File: config.mk
export PLATFORM = sky130hd
export DESIGN_NAME = cpu_regfile_stack_flags
export DESIGN_NICKNAME = d
export VERILOG_FILES = /design/src/cpu_core_pkg.sv /design/src/regfile_mem.sv /design/src/cpu_regfile_stack_flags.sv
export VERILOG_INCLUDE_DIRS = /design/src
export SDC_FILE = /design/constraint.sdc
export NUM_CORES = 1
export LEC_CHECK = 0
export CAP_MARGIN = 40
export CORE_ASPECT_RATIO = 0.8
export CORE_UTILIZATION = 64
export DETAILED_ROUTE_END_ITERATION = 10
export DONT_BUFFER_PORTS = 1
export PLACE_DENSITY = 0.86
export SLEW_MARGIN = 10
export SYNTH_ARGS = -nofsm -noshare
export SYNTH_HDL_FRONTEND = slang
export SYNTH_HIERARCHICAL = 1
export SYNTH_SLANG_ARGS = --single-unit
File: constraint.sdc
create_clock -name I_CLOCK -period 3 [get_ports I_CLOCK]
set_input_delay 0.75 -clock I_CLOCK [delete_from_list [all_inputs] [get_ports I_CLOCK]]
set_output_delay 0.75 -clock I_CLOCK [all_outputs]
set_load 0.01 [all_outputs]
File: src/cpu_core_params.svh
/*
 * Offsets, field positions and reset values of the core state block.
 * Assumes inclusion by bare name from the package and the design files.
 */
`ifndef CPU_CORE_PARAMS_SVH
`define CPU_CORE_PARAMS_SVH

`define FLAGS_WORD_ADDR   6'h3F
`define FLAGS_WORD_RESET  8'h00
`define FLAG_GATE_BIT     7
`define FLAG_COPY_BIT     6
`define FLAG_HALF_BIT     5
`define FLAG_SIGN_BIT     4
`define FLAG_OVF_BIT      3
`define FLAG_NEG_BIT      2
`define FLAG_ZERO_BIT     1
`define FLAG_CARRY_BIT    0
`define STACK_DEPTH       3
`define PC_WIDTH          9
`define REG_COUNT         32
`define PTR_LOW_REG       5'h1E
`define PTR_HIGH_REG      5'h1F
`define UPPER_HALF_BIT    4

`endif

File: src/cpu_core_pkg.sv
/*
 * Types shared by the core state block and its register file memory.
 * Assumes cpu_core_params.svh is on the include path.
 */
`include "cpu_core_params.svh"

package cpu_core_pkg;

    typedef logic [`PC_WIDTH-1:0] pc_t;
    typedef logic [7:0]           byte_t;
    typedef logic [4:0]           reg_idx_t;

    typedef enum logic [1:0] {
        STK_HOLD = 2'b00,
        STK_PUSH = 2'b01,
        STK_POP  = 2'b11
    } stack_op_e;

    typedef struct packed {
        logic imm_form;
        logic indirect;
        logic rd_en;
        logic rr_en;
        reg_idx_t rd;
        reg_idx_t rr;
    } operand_sel_s;

    typedef struct packed {
        logic  we;
        byte_t data;
    } write_back_s;

    typedef struct packed {
        logic flags_we;
        logic h;
        logic v;
        logic n;
        logic z;
        logic c;
    } alu_flags_s;

endpackage : cpu_core_pkg

File: src/regfile_mem.sv
/*
 * Working register memory: 32 bytes, two registered read ports and one
 * write port. Assumes a single clock; contents are not reset.
 */
`include "cpu_core_params.svh"

module regfile_mem (
    input  wire logic                  i_clock,
    input  wire cpu_core_pkg::reg_idx_t i_raddr_a,
    input  wire cpu_core_pkg::reg_idx_t i_raddr_b,
    input  wire logic                  i_we,
    input  wire cpu_core_pkg::reg_idx_t i_waddr,
    input  wire cpu_core_pkg::byte_t    i_wdata,
    output cpu_core_pkg::byte_t         o_rdata_a,
    output cpu_core_pkg::byte_t         o_rdata_b,
    output cpu_core_pkg::byte_t         o_ptr_low,
    output cpu_core_pkg::byte_t         o_ptr_high
);

    cpu_core_pkg::byte_t mem_q [`REG_COUNT];

    always_ff @(posedge i_clock) begin
        if (i_we) begin
            mem_q[i_waddr] <= i_wdata;
        end
    end

    always_ff @(posedge i_clock) begin
        o_rdata_a <= mem_q[i_raddr_a];
        o_rdata_b <= mem_q[i_raddr_b];
    end

    assign o_ptr_low  = mem_q[`PTR_LOW_REG];
    assign o_ptr_high = mem_q[`PTR_HIGH_REG];

endmodule : regfile_mem

File: src/cpu_regfile_stack_flags.sv
/*
 * Core state of the 8-bit processor: working registers, return stack and
 * the flag word. Assumes the decoder presents operand selects one cycle
 * before the operands are used, and the arithmetic unit returns results
 * and flag values combinationally in the cycle it sees the operands.
 */
`include "cpu_core_params.svh"

module cpu_regfile_stack_flags (
    input  wire logic                      I_CLOCK,
    input  wire logic                      I_ARST_N,
    input  wire cpu_core_pkg::stack_op_e   I_STACK_OP,
    input  wire logic                      I_IRQ_ENTRY,
    input  wire logic                      I_IRQ_EXIT,
    input  wire cpu_core_pkg::pc_t         I_RETURN_PC,
    input  wire cpu_core_pkg::operand_sel_s I_OPERAND_SEL,
    input  wire cpu_core_pkg::write_back_s I_WRITE_BACK,
    input  wire cpu_core_pkg::alu_flags_s  I_ALU_FLAGS,
    input  wire logic                      I_IRQ_PENDING,
    input  wire logic                      I_IO_WE,
    input  wire logic [5:0]                I_IO_ADDR,
    input  wire cpu_core_pkg::byte_t       I_IO_WDATA,
    input  wire logic                      I_COPY_STORE,
    input  wire logic                      I_COPY_LOAD,
    input  wire logic [2:0]                I_BIT_SEL,
    output cpu_core_pkg::pc_t              O_POP_PC,
    output cpu_core_pkg::byte_t            O_OPERAND_A,
    output cpu_core_pkg::byte_t            O_OPERAND_B,
    output logic [15:0]                    O_POINTER,
    output cpu_core_pkg::byte_t            O_FLAGS,
    output cpu_core_pkg::byte_t            O_IO_RDATA,
    output logic                           O_IRQ_TAKE
);

    cpu_core_pkg::pc_t   stack_q [`STACK_DEPTH];
    cpu_core_pkg::byte_t flags_q;
    cpu_core_pkg::byte_t flags_d;
    cpu_core_pkg::byte_t ptr_low;
    cpu_core_pkg::byte_t ptr_high;
    cpu_core_pkg::byte_t rdata_a;
    cpu_core_pkg::byte_t rdata_b;
    cpu_core_pkg::byte_t wb_data;
    cpu_core_pkg::reg_idx_t raddr_a;
    cpu_core_pkg::reg_idx_t raddr_b;
    cpu_core_pkg::reg_idx_t waddr_q;
    logic [2:0]          bit_q;
    logic                load_q;
    logic                store_q;
    logic                wb_we;
    logic                push;
    logic                pop;
    logic                n_new;
    logic                v_new;

    // Immediate forms force the top index bit so only the upper half is hit.
    function automatic cpu_core_pkg::reg_idx_t upper_only(
        input cpu_core_pkg::reg_idx_t idx,
        input logic                   imm
    );
        cpu_core_pkg::reg_idx_t r;
        r = idx;
        if (imm) begin
            r[`UPPER_HALF_BIT] = 1'b1;
        end
        return r;
    endfunction : upper_only

    assign push = (I_STACK_OP == cpu_core_pkg::STK_PUSH) || I_IRQ_ENTRY;
    assign pop  = (I_STACK_OP == cpu_core_pkg::STK_POP) || I_IRQ_EXIT;

    // Push shifts down and loses the oldest; pop shifts up keeping bottom.
    always_ff @(posedge I_CLOCK) begin
        if (push) begin
            stack_q[0] <= I_RETURN_PC;
            stack_q[1] <= stack_q[0];
            stack_q[2] <= stack_q[1];
        end else if (pop) begin
            stack_q[0] <= stack_q[1];
            stack_q[1] <= stack_q[2];
        end
    end

    assign O_POP_PC = stack_q[0];

    // The indirect access reads only the pointer low byte.
    assign raddr_a = I_OPERAND_SEL.indirect ? ptr_low[4:0] :
                     upper_only(I_OPERAND_SEL.rd,
                                I_OPERAND_SEL.imm_form);
    assign raddr_b = I_OPERAND_SEL.rr;

    always_ff @(posedge I_CLOCK) begin
        waddr_q <= raddr_a;
        bit_q   <= I_BIT_SEL;
        load_q  <= I_COPY_LOAD;
        store_q <= I_COPY_STORE;
    end

    // Bit load merges the copy flag into the destination byte.
    always_comb begin
        wb_data = I_WRITE_BACK.data;
        if (load_q) begin
            wb_data = rdata_a;
            wb_data[bit_q] = flags_q[`FLAG_COPY_BIT];
        end
    end

    assign wb_we = I_WRITE_BACK.we || load_q;

    regfile_mem u_mem (
        .i_clock    (I_CLOCK),
        .i_raddr_a  (raddr_a),
        .i_raddr_b  (raddr_b),
        .i_we       (wb_we),
        .i_waddr    (waddr_q),
        .i_wdata    (wb_data),
        .o_rdata_a  (rdata_a),
        .o_rdata_b  (rdata_b),
        .o_ptr_low  (ptr_low),
        .o_ptr_high (ptr_high)
    );

    assign O_OPERAND_A = rdata_a;
    assign O_OPERAND_B = rdata_b;
    assign O_POINTER   = {ptr_high, ptr_low};

    assign n_new = I_ALU_FLAGS.n;
    assign v_new = I_ALU_FLAGS.v;

    // Entry clears the gate and leaves the rest; the return PC is stacked, the flags are not.
    always_comb begin
        flags_d = flags_q;
        if (I_IO_WE && I_IO_ADDR == `FLAGS_WORD_ADDR) begin
            flags_d = I_IO_WDATA;
        end
        if (I_ALU_FLAGS.flags_we) begin
            flags_d[`FLAG_HALF_BIT]  = I_ALU_FLAGS.h;
            flags_d[`FLAG_OVF_BIT]   = v_new;
            flags_d[`FLAG_NEG_BIT]   = n_new;
            flags_d[`FLAG_ZERO_BIT]  = I_ALU_FLAGS.z;
            flags_d[`FLAG_CARRY_BIT] = I_ALU_FLAGS.c;
        end
        if (store_q) begin
            flags_d[`FLAG_COPY_BIT] = rdata_a[bit_q];
        end
        if (I_IRQ_ENTRY) begin
            flags_d[`FLAG_GATE_BIT] = 1'b0;
        end else if (I_IRQ_EXIT) begin
            flags_d[`FLAG_GATE_BIT] = 1'b1;
        end
        flags_d[`FLAG_SIGN_BIT] = flags_d[`FLAG_NEG_BIT] ^
                                  flags_d[`FLAG_OVF_BIT];
    end

    always_ff @(posedge I_CLOCK or negedge I_ARST_N) begin
        if (!I_ARST_N) begin
            flags_q <= `FLAGS_WORD_RESET;
        end else begin
            flags_q <= flags_d;
        end
    end

    assign O_FLAGS    = flags_q;
    assign O_IO_RDATA = (I_IO_ADDR == `FLAGS_WORD_ADDR) ? flags_q : 8'h00;
    assign O_IRQ_TAKE = I_IRQ_PENDING && flags_q[`FLAG_GATE_BIT];

endmodule : cpu_regfile_stack_flags

* Yosys cells after proc, flatten, opt, wreduce, memory -nomap -nowiden
Memories as Yosys holds them, arrays and structs flattened. A register that Yosys moved wholly into a read port is not among the register bits.
Cells that the tools add are included.
** Storage, ports and cells
- Register bits after elaboration :: 18
- Bits in latches :: 0
- RAM bits :: 283
- Memory bits (read-only) :: 0
- Input bits :: 65
- Output and inout bits :: 58
- Logic and storage cells :: 51
- Memories :: 2
** Cells by class
- $add $sub $neg :: 0
- Multiply operators :: 0
- Div/mod/pow operators :: 0
- Magnitude comparators :: 2
- Equality and inequality tests :: 3
- Shifts and indexed selects :: 0
- Multiplexer cells :: 24
- Bitwise logic cells :: 3
- Reductions and logical operators :: 9
** Memory list
- u_mem.mem_q :: depth 32, width 8, rd ports 4, clocked after memory_dff 2, wr ports 1, line regfile_mem.sv:20 : cpu_core_pkg::byte_t mem_q [`REG_COUNT];
- stack_q :: depth 3, width 9, rd ports 3, clocked after memory_dff 0, wr ports 3, line cpu_regfile_stack_flags.sv:35 : cpu_core_pkg::pc_t stack_q [`STACK_DEPTH];
** Operators by type and width (count)
- 8-bit two-way mux :: 3
- 9-bit two-way mux :: 2
- 1-bit two-way mux :: 14
- 8-bit bitwise mux :: 1
- 6-bit == test, second input constant :: 1
- 5-bit two-way mux :: 1
- 3-bit by 4-bit less-than comparator with 1-bit output, second input constant :: 1
- 4-bit two-way mux :: 1
- 2-bit nonzero test :: 2
- 1-bit binary-select mux with 3-bit select :: 1
- 1-bit demux with 3-bit select :: 1
- 3-bit by 1-bit greater-or-equal comparator with 1-bit output, second input constant :: 1
- 1-bit logical AND :: 3
- 1-bit logical OR :: 3
- 3-bit nonzero test :: 1
- 2-bit by 1-bit == test with 1-bit output, second input constant :: 1
- 2-bit == test, second input constant :: 1
- 1-bit bitwise OR :: 2
- 1-bit bitwise XOR :: 1

* Longest topological paths before layout
Gate-level depths: netlist of the first run.
- Depth after elaboration :: 6
- Mapped depth :: 6
- Depth with buffers taken out :: 4

* Modules after synthesis
Netlist of the first run, hierarchy kept.
** Modules (own cells, without submodules)
- regfile_mem :: instances 1, cells each 532, area each 12208.0 sq um, seq. area each 8007.7 sq um
- cpu_regfile_stack_flags :: instances 1, cells each 177, area each 2204.6 sq um, seq. area each 1211.2 sq um

* Worst setup path after synthesis of the first run
No wires, ideal clock.
- Path type :: input-to-reg
- From :: input port I_OPERAND_SEL[12] (netlist bit)
- To :: register u_mem.o_rdata_a[0] (read register of u_mem.mem_q)
- Library setup time :: 0.121 ns
- Data arrival time :: 2.649 ns
- Slack :: 0.231 ns
- Stages on the path :: 6
- Path through :: mux2_2 -> clkbuf_1 -> buf_1 -> mux4_2 -> mux4_2 -> mux2_2
** On the way
- Word-level cells in the longest chain between the ends :: 1
** RTL lines
- start, declared :: line cpu_regfile_stack_flags.sv:16 : input wire cpu_core_pkg::operand_sel_s I_OPERAND_SEL,
- 5-bit two-way mux :: line cpu_regfile_stack_flags.sv:86 : assign raddr_a = I_OPERAND_SEL.indirect ? ptr_low[4:0] :
- end, declared :: line regfile_mem.sv:14 : output cpu_core_pkg::byte_t o_rdata_a,
Every way passes these cells.
A chain may end at the register's enable or synchronous reset.

==> results.json, run 1 <==
{
  "rsz0062_at_grt": "no",
  "area_delta_synth_final_pct": 11.2,
  "start_util": 0.661,
  "cts_resized": 0,
  "rr_worst_depth": 5,
  "synth-seq-cells": 317,
  "outcome": "completed",
  "drt-total-wl_mm": 35.0,
  "synth_area_sq_mm": 0.0144,
  "instances_no_fill": 1062,
  "avgRoutedWirePerCell_um": 33.0,
  "drv_cap": 0,
  "fin_nets": 803,
  "syn_inst": 709,
  "crit_type": "flop to flop",
  "synth_cell_types": 42,
  "finalCritPeriodShare": 0.882,
  "startpoint": "u_mem/mem_q[30][2]$_DFFE_PP_",
  "cts-htree-levels": 1,
  "drtAntennaViolNets": 0,
  "rrSetupSlack_ns": 0.35,
  "yosysSeqAreaShare": 0.640,
  "arrival_ns": 3.09,
  "reg2reg_to": "u_mem/o_rdata_a[3]$_DFF_P_",
  "cts_num_sinks": 317,
  "routed_via_density": 7.37,
  "ir_drop_uv": 530,
  "cts_tree": "built",
  "postLayoutCellArea_sq_mm": 0.0160,
  "clk_latency_ns": 0.57,
  "drc_errors": 0,
  "holdPathStages": 0,
  "final_hold_viol_count": 0,
  "die_area_sq_mm": 0.0231,
  "dp.cells": 1005,
  "antenna_found_initial": 1,
  "nFillCells": 1178,
  "crit_end": "u_mem/o_rdata_a[3]$_DFF_P_",
  "rows": 48,
  "drt-pass1-iter-count": 5,
  "slew_headroom": 0.392,
  "leakagePower_nw": 5.20,
  "grt_max_degree": 65,
  "grt_pass1_wl_mm": 51.5,
  "worst_pin_slew_ns": 0.908,
  "die_w_um": 170,
  "numCtsBuffers": 30,
  "clock_skew_ns": 0.0168,
  "place_hpwl_mm": 22.6,
  "worstHoldPathType": "primary input to flop",
  "dpl-instance-area_sq_mm": 0.0150,
  "synth_top_area_cell": "edfxtp_1",
  "gp_congestion": 0.841,
  "io_buffers": 0,
  "synth_flop_cell": "edfxtp_1",
  "syn_nets": 774,
  "max_freq_mhz": 378,
  "grt_remaining_overflow": 0,
  "avgSynthCellArea_sq_um": 20.3,
  "cp-end-kind": "flop",
  "grt_pass1_vias": 8022,
  "ys_warn_count": 6,
  "cts_max_path_buffers": 3,
  "cp.required_ns": 3.44,
  "via_count": 7831,
  "drive_gt1_frac": 0.417,
  "drt-initial-drc-count": 1035,
  "layout_setup_ws_ns": 0.354,
  "r2r-start": "u_mem/mem_q[30][2]$_DFFE_PP_",
  "tns_ns": 0,
  "fp.dieH_um": 136,
  "cts_root_buffer": "clkbuf_16",
  "path_clk_slew_ns": 0.07,
  "synth_area_leaders": "edfxtp_1, mux4_2, dfxtp_1, mux2_2, dfrtp_1",
  "synth_edf_count": 283,
  "slew_viol_final": 0,
  "io_pins": 123,
  "async_flop_share": 0.0252,
  "yosysTopAreaCellShare": 0.590,
  "critical_path.startpoint_type": "flop",
  "period_minus_slack_ns": 2.65,
  "diodes": 0,
  "post-place-ws_ns": 0.124,
  "core_area_sq_mm": 0.0218,
  "cp_max_fo": 18,
  "cellPowerDensity_mw_per_mm2": 621,
  "setup_viol": 0,
  "grt.total_usage": 0.317
}
[cells in the final DEF (no fill, tap or decap), types with 2 or more instances in the layout]
master      synthesis  routed
edfxtp_1          283     283
mux4_2            160     160
nor2_1             44      44
buf_4              21      41
clkbuf_16           0      31
mux2_2             28      27
dfxtp_1            26      26
mux2i_1            15      15
mux2_4             10      11
nand2_1            10      10
and2_1              9       9
dfrtp_1             8       8
a21oi_2             0       8
nand3b_1            7       7
o21ai_0             7       6
buf_12              1       6
nand3_1             5       5
clkbuf_1            8       5
clkinvlp_4          0       5
clkbuf_8            0       5
clkinv_2            0       5
buf_6               2       5
nor2b_1             3       3
a21oi_1            11       3
inv_1               3       3
bufinv_16           0       3
or3b_2              3       3
nor2_4              2       2
and3_1              2       2
[per-stage QoR]
step                total power [W]   util  hold slack (ns)
global route                 0.0102  0.735            0.202
CTS                         0.00997  0.735            0.203
finish                      0.00995  0.735            0.210
detailed placement          0.00611  0.687            0.434
global placement            0.00605  0.684            0.431
floorplan                   0.00589      -            0.420
[synth_stat cells (2+ instances only)]
cell type  count
a21oi_1       11
nor2_1        44
nor2_4         2
mux2i_1       15
mux2_2        28
buf_4         21
and2_1         9
mux2_4        10
edfxtp_1     283
dfxtp_1       26
buf_2          6
nand2_1       10
and3_1         2
dfrtp_1        8
mux4_2       160
inv_1          3
nor2b_1        3
buf_6          2
nand3_1        5
nand3b_1       7
o21ai_0        7
or3b_2         3
clkbuf_1       8
buf_1         18
[worst max-delay path, stage by stage (launching register included)]
cell and delay, ns:
edfxtp_1 0.51, mux2_2 0.43, buf_4 0.35, mux4_2 0.36, mux4_2 0.55, mux2_2 0.31
[per-layer routing]
metal  global-route usage  share of wire
met3               0.0582           0.11
met1                0.425           0.35
met2                0.521           0.49
met4                0.138          0.043
met5                    0        0.00029
[state kept, by name, summed over array words and instances, names as in the netlist]
signal and cells:
u_mem/mem_q 256, stack_q 27, O_FLAGS 8, u_mem/o_rdata_a 8, u_mem/o_rdata_b 8, waddr_q 5, bit_q 3, load_q 1
store_q 1
[worst min path at each step]
stage | to | slack, ns | start
5_1_grt | load_q$_DFF_P_ | 0.20 | I_COPY_LOAD
4_1_cts | store_q$_DFF_P_ | 0.20 | I_COPY_STORE
3_5_place_dp | stack_q[1][3]$_DFFE_PP_ | 0.43 | stack_q[0][12]$_DFFE_PP_
2_1_floorplan | stack_q[1][1]$_DFFE_PP_ | 0.42 | stack_q[0][10]$_DFFE_PP_
3_3_place_gp | stack_q[1][3]$_DFFE_PP_ | 0.43 | stack_q[0][12]$_DFFE_PP_
6_report | store_q$_DFF_P_ | 0.21 | I_COPY_STORE
[area by class of cell]
type	instances	area (sq um)	area share
Clock inverter	15	165	0.0103
Tap cell	300	375	0.0234
Timing Repair Buffer	53	494	0.0308
Clock buffer	41	863	0.0539
Inverter	3	11.3	0.000703
Multi-Input combinational cell	333	4890	0.305
Sequential cell	317	9220	0.575
[report_power, final]
part           total, W  switching, W  leakage [nW]  internal (W)
Sequential      0.00519      0.000138          2.89       0.00505
Clock           0.00391       0.00164         0.492       0.00227
Combinational  0.000846      0.000426          1.82      0.000420
[cell families (layout without fill, tap and decap cells)]
group,Yosys count,in the layout,synth area share
flip-flops,317,317,0.640
AO/OA/AOI/OAI,25,25,0.0103
XOR/XNOR,1,1,0.000608
AND/OR/NAND/NOR,94,94,0.0332
buffers and inverters,59,112,0.0235
multiplexers,213,213,0.293
[repair_timing]
item,in CTS,in global routing
hold buffers,1,0
hold endpoints to repair,8,0
buffers inserted,0,0
Power figures use the tool's default switching activity.
==> run 2: changes to the inputs <==
Settings changed: CAP_MARGIN 40 to not set, CORE_UTILIZATION 64 to 25, PLACE_DENSITY 0.86 to 0.44.
==> results.json, run 2 (same netlist as run 1, synthesis figures left out) <==
{
  "outcome": "completed",
  "leakagePower_nw": 5.22,
  "drv_cap": 0,
  "drive_gt1_frac": 0.410,
  "cellPowerDensity_mw_per_mm2": 606,
  "area_delta_synth_final_pct": 15.3,
  "grt_max_degree": 65,
  "fin_nets": 807,
  "core_area_sq_mm": 0.0568,
  "regMostFlops": "u_mem/mem_q",
  "tns_ns": 0,
  "rows": 78,
  "grt_pass1_vias": 7570,
  "grt_remaining_overflow": 0,
  "pwr-share-seq": 0.516,
  "numCtsBuffers": 35,
  "arrival_ns": 3.05,
  "setup_viol": 0,
  "slew_viol_final": 0,
  "worst_pin_slew_ns": 1.27,
  "clk_latency_ns": 0.53,
  "finalCritPeriodShare": 0.888,
  "gp_congestion": 0.761,
  "switching_share": 0.230,
  "fp.dieH_um": 217,
  "instances_no_fill": 1525,
  "cts_max_path_buffers": 3,
  "critPathBufInv": 1,
  "ir_drop_uv": 303,
  "cp_cell_sequence": "mux2_4, buf_12, mux4_2, mux4_2, mux2_2",
  "place_hpwl_mm": 26.2,
  "cp_max_fo": 10,
  "die_w_um": 270,
  "slew_headroom": 0.149,
  "rr_worst_depth": 5,
  "drc_errors": 0,
  "cts-htree-levels": 2,
  "drt-total-wl_mm": 38.8,
  "via_count": 7298,
  "start_util": 0.254,
  "cp.required_ns": 3.38,
  "cp_slowest_cell": "mux4_2",
  "layout_common_cells": "edfxtp_1, mux4_2, nor2_1, buf_4, clkbuf_16",
  "path_clk_slew_ns": 0.05,
  "antenna_found_initial": 0,
  "crit_top_cell": "mux4_2",
  "cts_root_buffer": "clkbuf_16",
  "pwr-share-clk": 0.397,
  "clock_skew_ns": 0.0278,
  "cp-end-kind": "flop",
  "largest_reg_flops": 256,
  "cts_tree": "built",
  "drtAntennaViolNets": 0,
  "io_buffers": 0,
  "critical_path.startpoint_type": "flop",
  "avgRoutedWirePerCell_um": 25.4,
  "intPower_w": 0.00775,
  "final_hold_viol_count": 0,
  "grt.total_usage": 0.133,
  "holdPathStages": 0,
  "nFillCells": 5573,
  "cts_num_sinks": 317,
  "cpPeakStageDelay_ns": 0.59,
  "io_pins": 123,
  "cpLargestDelayFamily": "multiplexers",
  "max_freq_mhz": 376,
  "dp.cells": 1464,
  "drt-pass1-iter-count": 5,
  "combPwrFrac": 0.087,
  "final_common_cell": "edfxtp_1",
  "grt_pass1_wl_mm": 56.1,
  "power_switching_w": 0.00232,
  "die_area_sq_mm": 0.0586,
  "crit_type": "flop to flop",
  "worstSetupPathDepth": 5,
  "worstHoldPathType": "primary input to flop",
  "cts_resized": 0,
  "rsz0062_at_grt": "no",
  "period_minus_slack_ns": 2.66,
  "top_regs": "u_mem/mem_q x256, stack_q x27",
  "diodes": 0,
  "routed_via_density": 4.79,
  "drt-initial-drc-count": 885
}
run 2: path summary, 6_finish.rpt:
path	startpoint	end	slack [ns]
max	u_mem/mem_q[30][1]$_DFFE_PP_	u_mem/o_rdata_a[3]$_DFF_P_	0.34
max reg2reg	u_mem/mem_q[30][1]$_DFFE_PP_	u_mem/o_rdata_a[3]$_DFF_P_	0.34
min reg2reg	stack_q[0][11]$_DFFE_PP_	stack_q[1][2]$_DFFE_PP_	0.45
min in group asynchronous	I_ARST_N	O_FLAGS[3]$_DFF_PN0_	0.59
min	I_BIT_SEL[2]	bit_q[2]$_DFF_P_	0.27
max in group asynchronous	I_ARST_N	O_FLAGS[0]$_DFFE_PN0P_	2.12
run 2: final cells by class:
type | instances | area (sq um) | area share
Multi-Input combinational cell | 333 | 4900 | 0.295
Inverter | 3 | 11.3 | 0.000678
Clock buffer | 47 | 931 | 0.0560
Timing Repair Buffer | 52 | 505 | 0.0304
Tap cell | 760 | 951 | 0.0572
Sequential cell | 317 | 9220 | 0.555
Clock inverter | 13 | 101 | 0.00610
run 2: what timing repair did:
action | CTS | global route
endpoints found under the hold margin | 8 | 0
hold buffers | 1 | 0
setup buffers | 0 | 0
run 2: power by group through the flow:
| stage | registers, W | logic (W) | clock network [W] |
|---|---|---|---|
| after floorplan | 0.00523 | 0.000663 | 0 |
| after CTS | 0.00520 | 0.000884 | 0.00413 |
| after detailed placement | 0.00529 | 0.000874 | 0 |
| after global routing | 0.00521 | 0.000938 | 0.00429 |
| after global placement | 0.00529 | 0.000882 | 0 |
| final | 0.00519 | 0.000874 | 0.00400 |
run 2: per-stage QoR:
step	util	cell area [sq um]	hold WS, ns	worst slack, ns	total power, W
5_1_grt	0.293	16600	0.237	0.290	0.0104
2_1_floorplan	-	14400	0.420	0.231	0.00589
3_5_place_dp	0.274	15600	0.430	0.0849	0.00616
3_3_place_gp	0.274	15600	0.423	0.0865	0.00617
4_1_cts	0.293	16600	0.242	0.343	0.0102
6_report	0.293	16600	0.272	0.337	0.0101
run 2: routing by layer:
metal,global-route usage,up-vias,part of all wire
li1,-,3067,-
met1,0.188,3909,0.46
met2,0.199,282,0.45
met3,0.0421,40,0.080
met4,0.0262,0,0.013
met5,0,-,0
run 2: worst register-to-register path: stages, from the launching register on:
cell	delay, ns
edfxtp_1	0.46
mux2_4	0.44
buf_12	0.19
mux4_2	0.52
mux4_2	0.59
mux2_2	0.33
==> run 3: changes to the inputs <==
Settings changed: CORE_ASPECT_RATIO 0.8 to not set.
==> results.json, run 3 (same netlist as run 1, synthesis figures left out) <==
{
  "slew_viol_final": 0,
  "fp.dieH_um": 242,
  "finalCritPeriodShare": 0.840,
  "area_delta_synth_final_pct": 16.9,
  "drc_errors": 0,
  "via_count": 7371,
  "crit_type": "flop to flop",
  "rsz0062_at_grt": "no",
  "cts_num_sinks": 317,
  "cts_setup_buffers": 0,
  "top_regs": "u_mem/mem_q x256, stack_q x27",
  "final_hold_viol_count": 0,
  "cp_max_fo": 16,
  "path_clk_slew_ns": 0.06,
  "power_w": 0.0107,
  "antenna_found_initial": 1,
  "grt.total_usage": 0.138,
  "worstHoldPathType": "primary input to flop",
  "fin_nets": 818,
  "switching_share": 0.232,
  "die_area_sq_mm": 0.0586,
  "critical_path.startpoint_type": "flop",
  "avgRoutedWirePerCell_um": 26.3,
  "arrival_ns": 2.94,
  "crit_top_cell": "mux4_2",
  "outcome": "completed",
  "cts_max_path_buffers": 3,
  "regMostFlops": "u_mem/mem_q",
  "grt_pass1_wl_mm": 57.8,
  "drt-pass1-iter-count": 5,
  "pwr-share-clk": 0.433,
  "layout_common_cells": "edfxtp_1, mux4_2, buf_4, nor2_1, clkbuf_16",
  "grt_remaining_overflow": 0,
  "instances_no_fill": 1535,
  "final_common_cell": "edfxtp_1",
  "intPower_w": 0.00822,
  "cts_tree": "built",
  "cts-htree-levels": 2,
  "drtAntennaViolNets": 0,
  "core_area_sq_mm": 0.0567,
  "pwr-share-seq": 0.485,
  "grt_pass1_vias": 7763,
  "slew_headroom": 0.139,
  "largest_reg_flops": 256,
  "hold_buffers": 1,
  "rows": 87,
  "cp-end-kind": "flop",
  "max_freq_mhz": 397,
  "cp.required_ns": 3.42,
  "drt-initial-drc-count": 674,
  "diodes": 0,
  "numCtsBuffers": 36,
  "cp_slowest_cell": "mux4_2",
  "ir_drop_uv": 342,
  "cp_cell_sequence": "mux2_4, buf_4, mux4_2, mux4_2, mux2_2",
  "io_buffers": 0,
  "clock_skew_ns": 0.0267,
  "setup_viol": 0,
  "routed_via_density": 4.80,
  "period_minus_slack_ns": 2.52,
  "drive_gt1_frac": 0.429,
  "drt-total-wl_mm": 40.3,
  "io_pins": 123,
  "tns_ns": 0,
  "start_util": 0.254,
  "worst_pin_slew_ns": 1.29,
  "cellPowerDensity_mw_per_mm2": 635,
  "cts_root_buffer": "clkbuf_16",
  "power_switching_w": 0.00249,
  "die_w_um": 242,
  "cpPeakStageDelay_ns": 0.54,
  "cts_resized": 0,
  "place_hpwl_mm": 26.2,
  "grt_max_degree": 65,
  "gp_congestion": 0.752,
  "clk_latency_ns": 0.56,
  "leakagePower_nw": 5.36,
  "drv_cap": 0,
  "combPwrFrac": 0.082,
  "dp.cells": 1470,
  "nFillCells": 5511
}
run 3: metal layers:
layer  global-route usage  vias up  wire length, um
li1                     -     3079                -
met1                0.183     3949            17400
met2                0.220      287            19100
met3               0.0314       56             2680
met4               0.0491        0             1140
met5                    0        -                0
run 3: metrics by stage:
step / worst slack (ns) / util / cell area [sq um] / hold slack, ns
global placement: 0.202 / 0.275 / 15600 / 0.426
global route: 0.449 / 0.297 / 16800 / 0.191
finish: 0.479 / 0.297 / 16800 / 0.221
detailed placement: 0.211 / 0.275 / 15600 / 0.432
CTS: 0.482 / 0.297 / 16800 / 0.190
floorplan: 0.231 / - / 14400 / 0.420
run 3: power groups by stage:
| stage | clock network, W | registers, W | logic (W) |
|---|---|---|---|
| 6_report | 0.00464 | 0.00520 | 0.000875 |
| 5_1_grt | 0.00490 | 0.00521 | 0.000934 |
| 4_1_cts | 0.00477 | 0.00520 | 0.000890 |
| 3_5_place_dp | 0 | 0.00529 | 0.000883 |
| 3_3_place_gp | 0 | 0.00529 | 0.000886 |
| 2_1_floorplan | 0 | 0.00523 | 0.000663 |
run 3: final cells by class:
| class | count | area, sq um | area share |
|---|---|---|---|
| Multi-Input combinational cell | 333 | 4900 | 0.291 |
| Timing Repair Buffer | 62 | 543 | 0.0322 |
| Clock inverter | 23 | 284 | 0.0169 |
| Tap cell | 756 | 946 | 0.0561 |
| Sequential cell | 317 | 9220 | 0.547 |
| Clock buffer | 41 | 951 | 0.0564 |
| Inverter | 3 | 11.3 | 0.000668 |
run 3: worst paths after layout:
kind                                               from                          to  slack (ns)  cells past startpoint
hold reg to reg                stack_q[0][11]$_DFFE_PP_     stack_q[1][2]$_DFFE_PP_        0.45                      0
hold / removal                              I_COPY_LOAD              load_q$_DFF_P_        0.22                      0
setup / recovery           u_mem/mem_q[30][2]$_DFFE_PP_  u_mem/o_rdata_a[6]$_DFF_P_        0.48                      5
min in group asynchronous                      I_ARST_N      O_FLAGS[1]$_DFFE_PN0P_        0.57                      1
setup reg to reg           u_mem/mem_q[30][2]$_DFFE_PP_  u_mem/o_rdata_a[6]$_DFF_P_        0.48                      5
max in group asynchronous                      I_ARST_N        O_FLAGS[3]$_DFF_PN0_        2.13                      1
run 3: worst max-delay path, delay by kind of cell (launching register included):
family | cells | cell delay, ns
buffers and inverters | 1 | 0.23
flip-flops | 1 | 0.50
multiplexers | 4 | 1.64
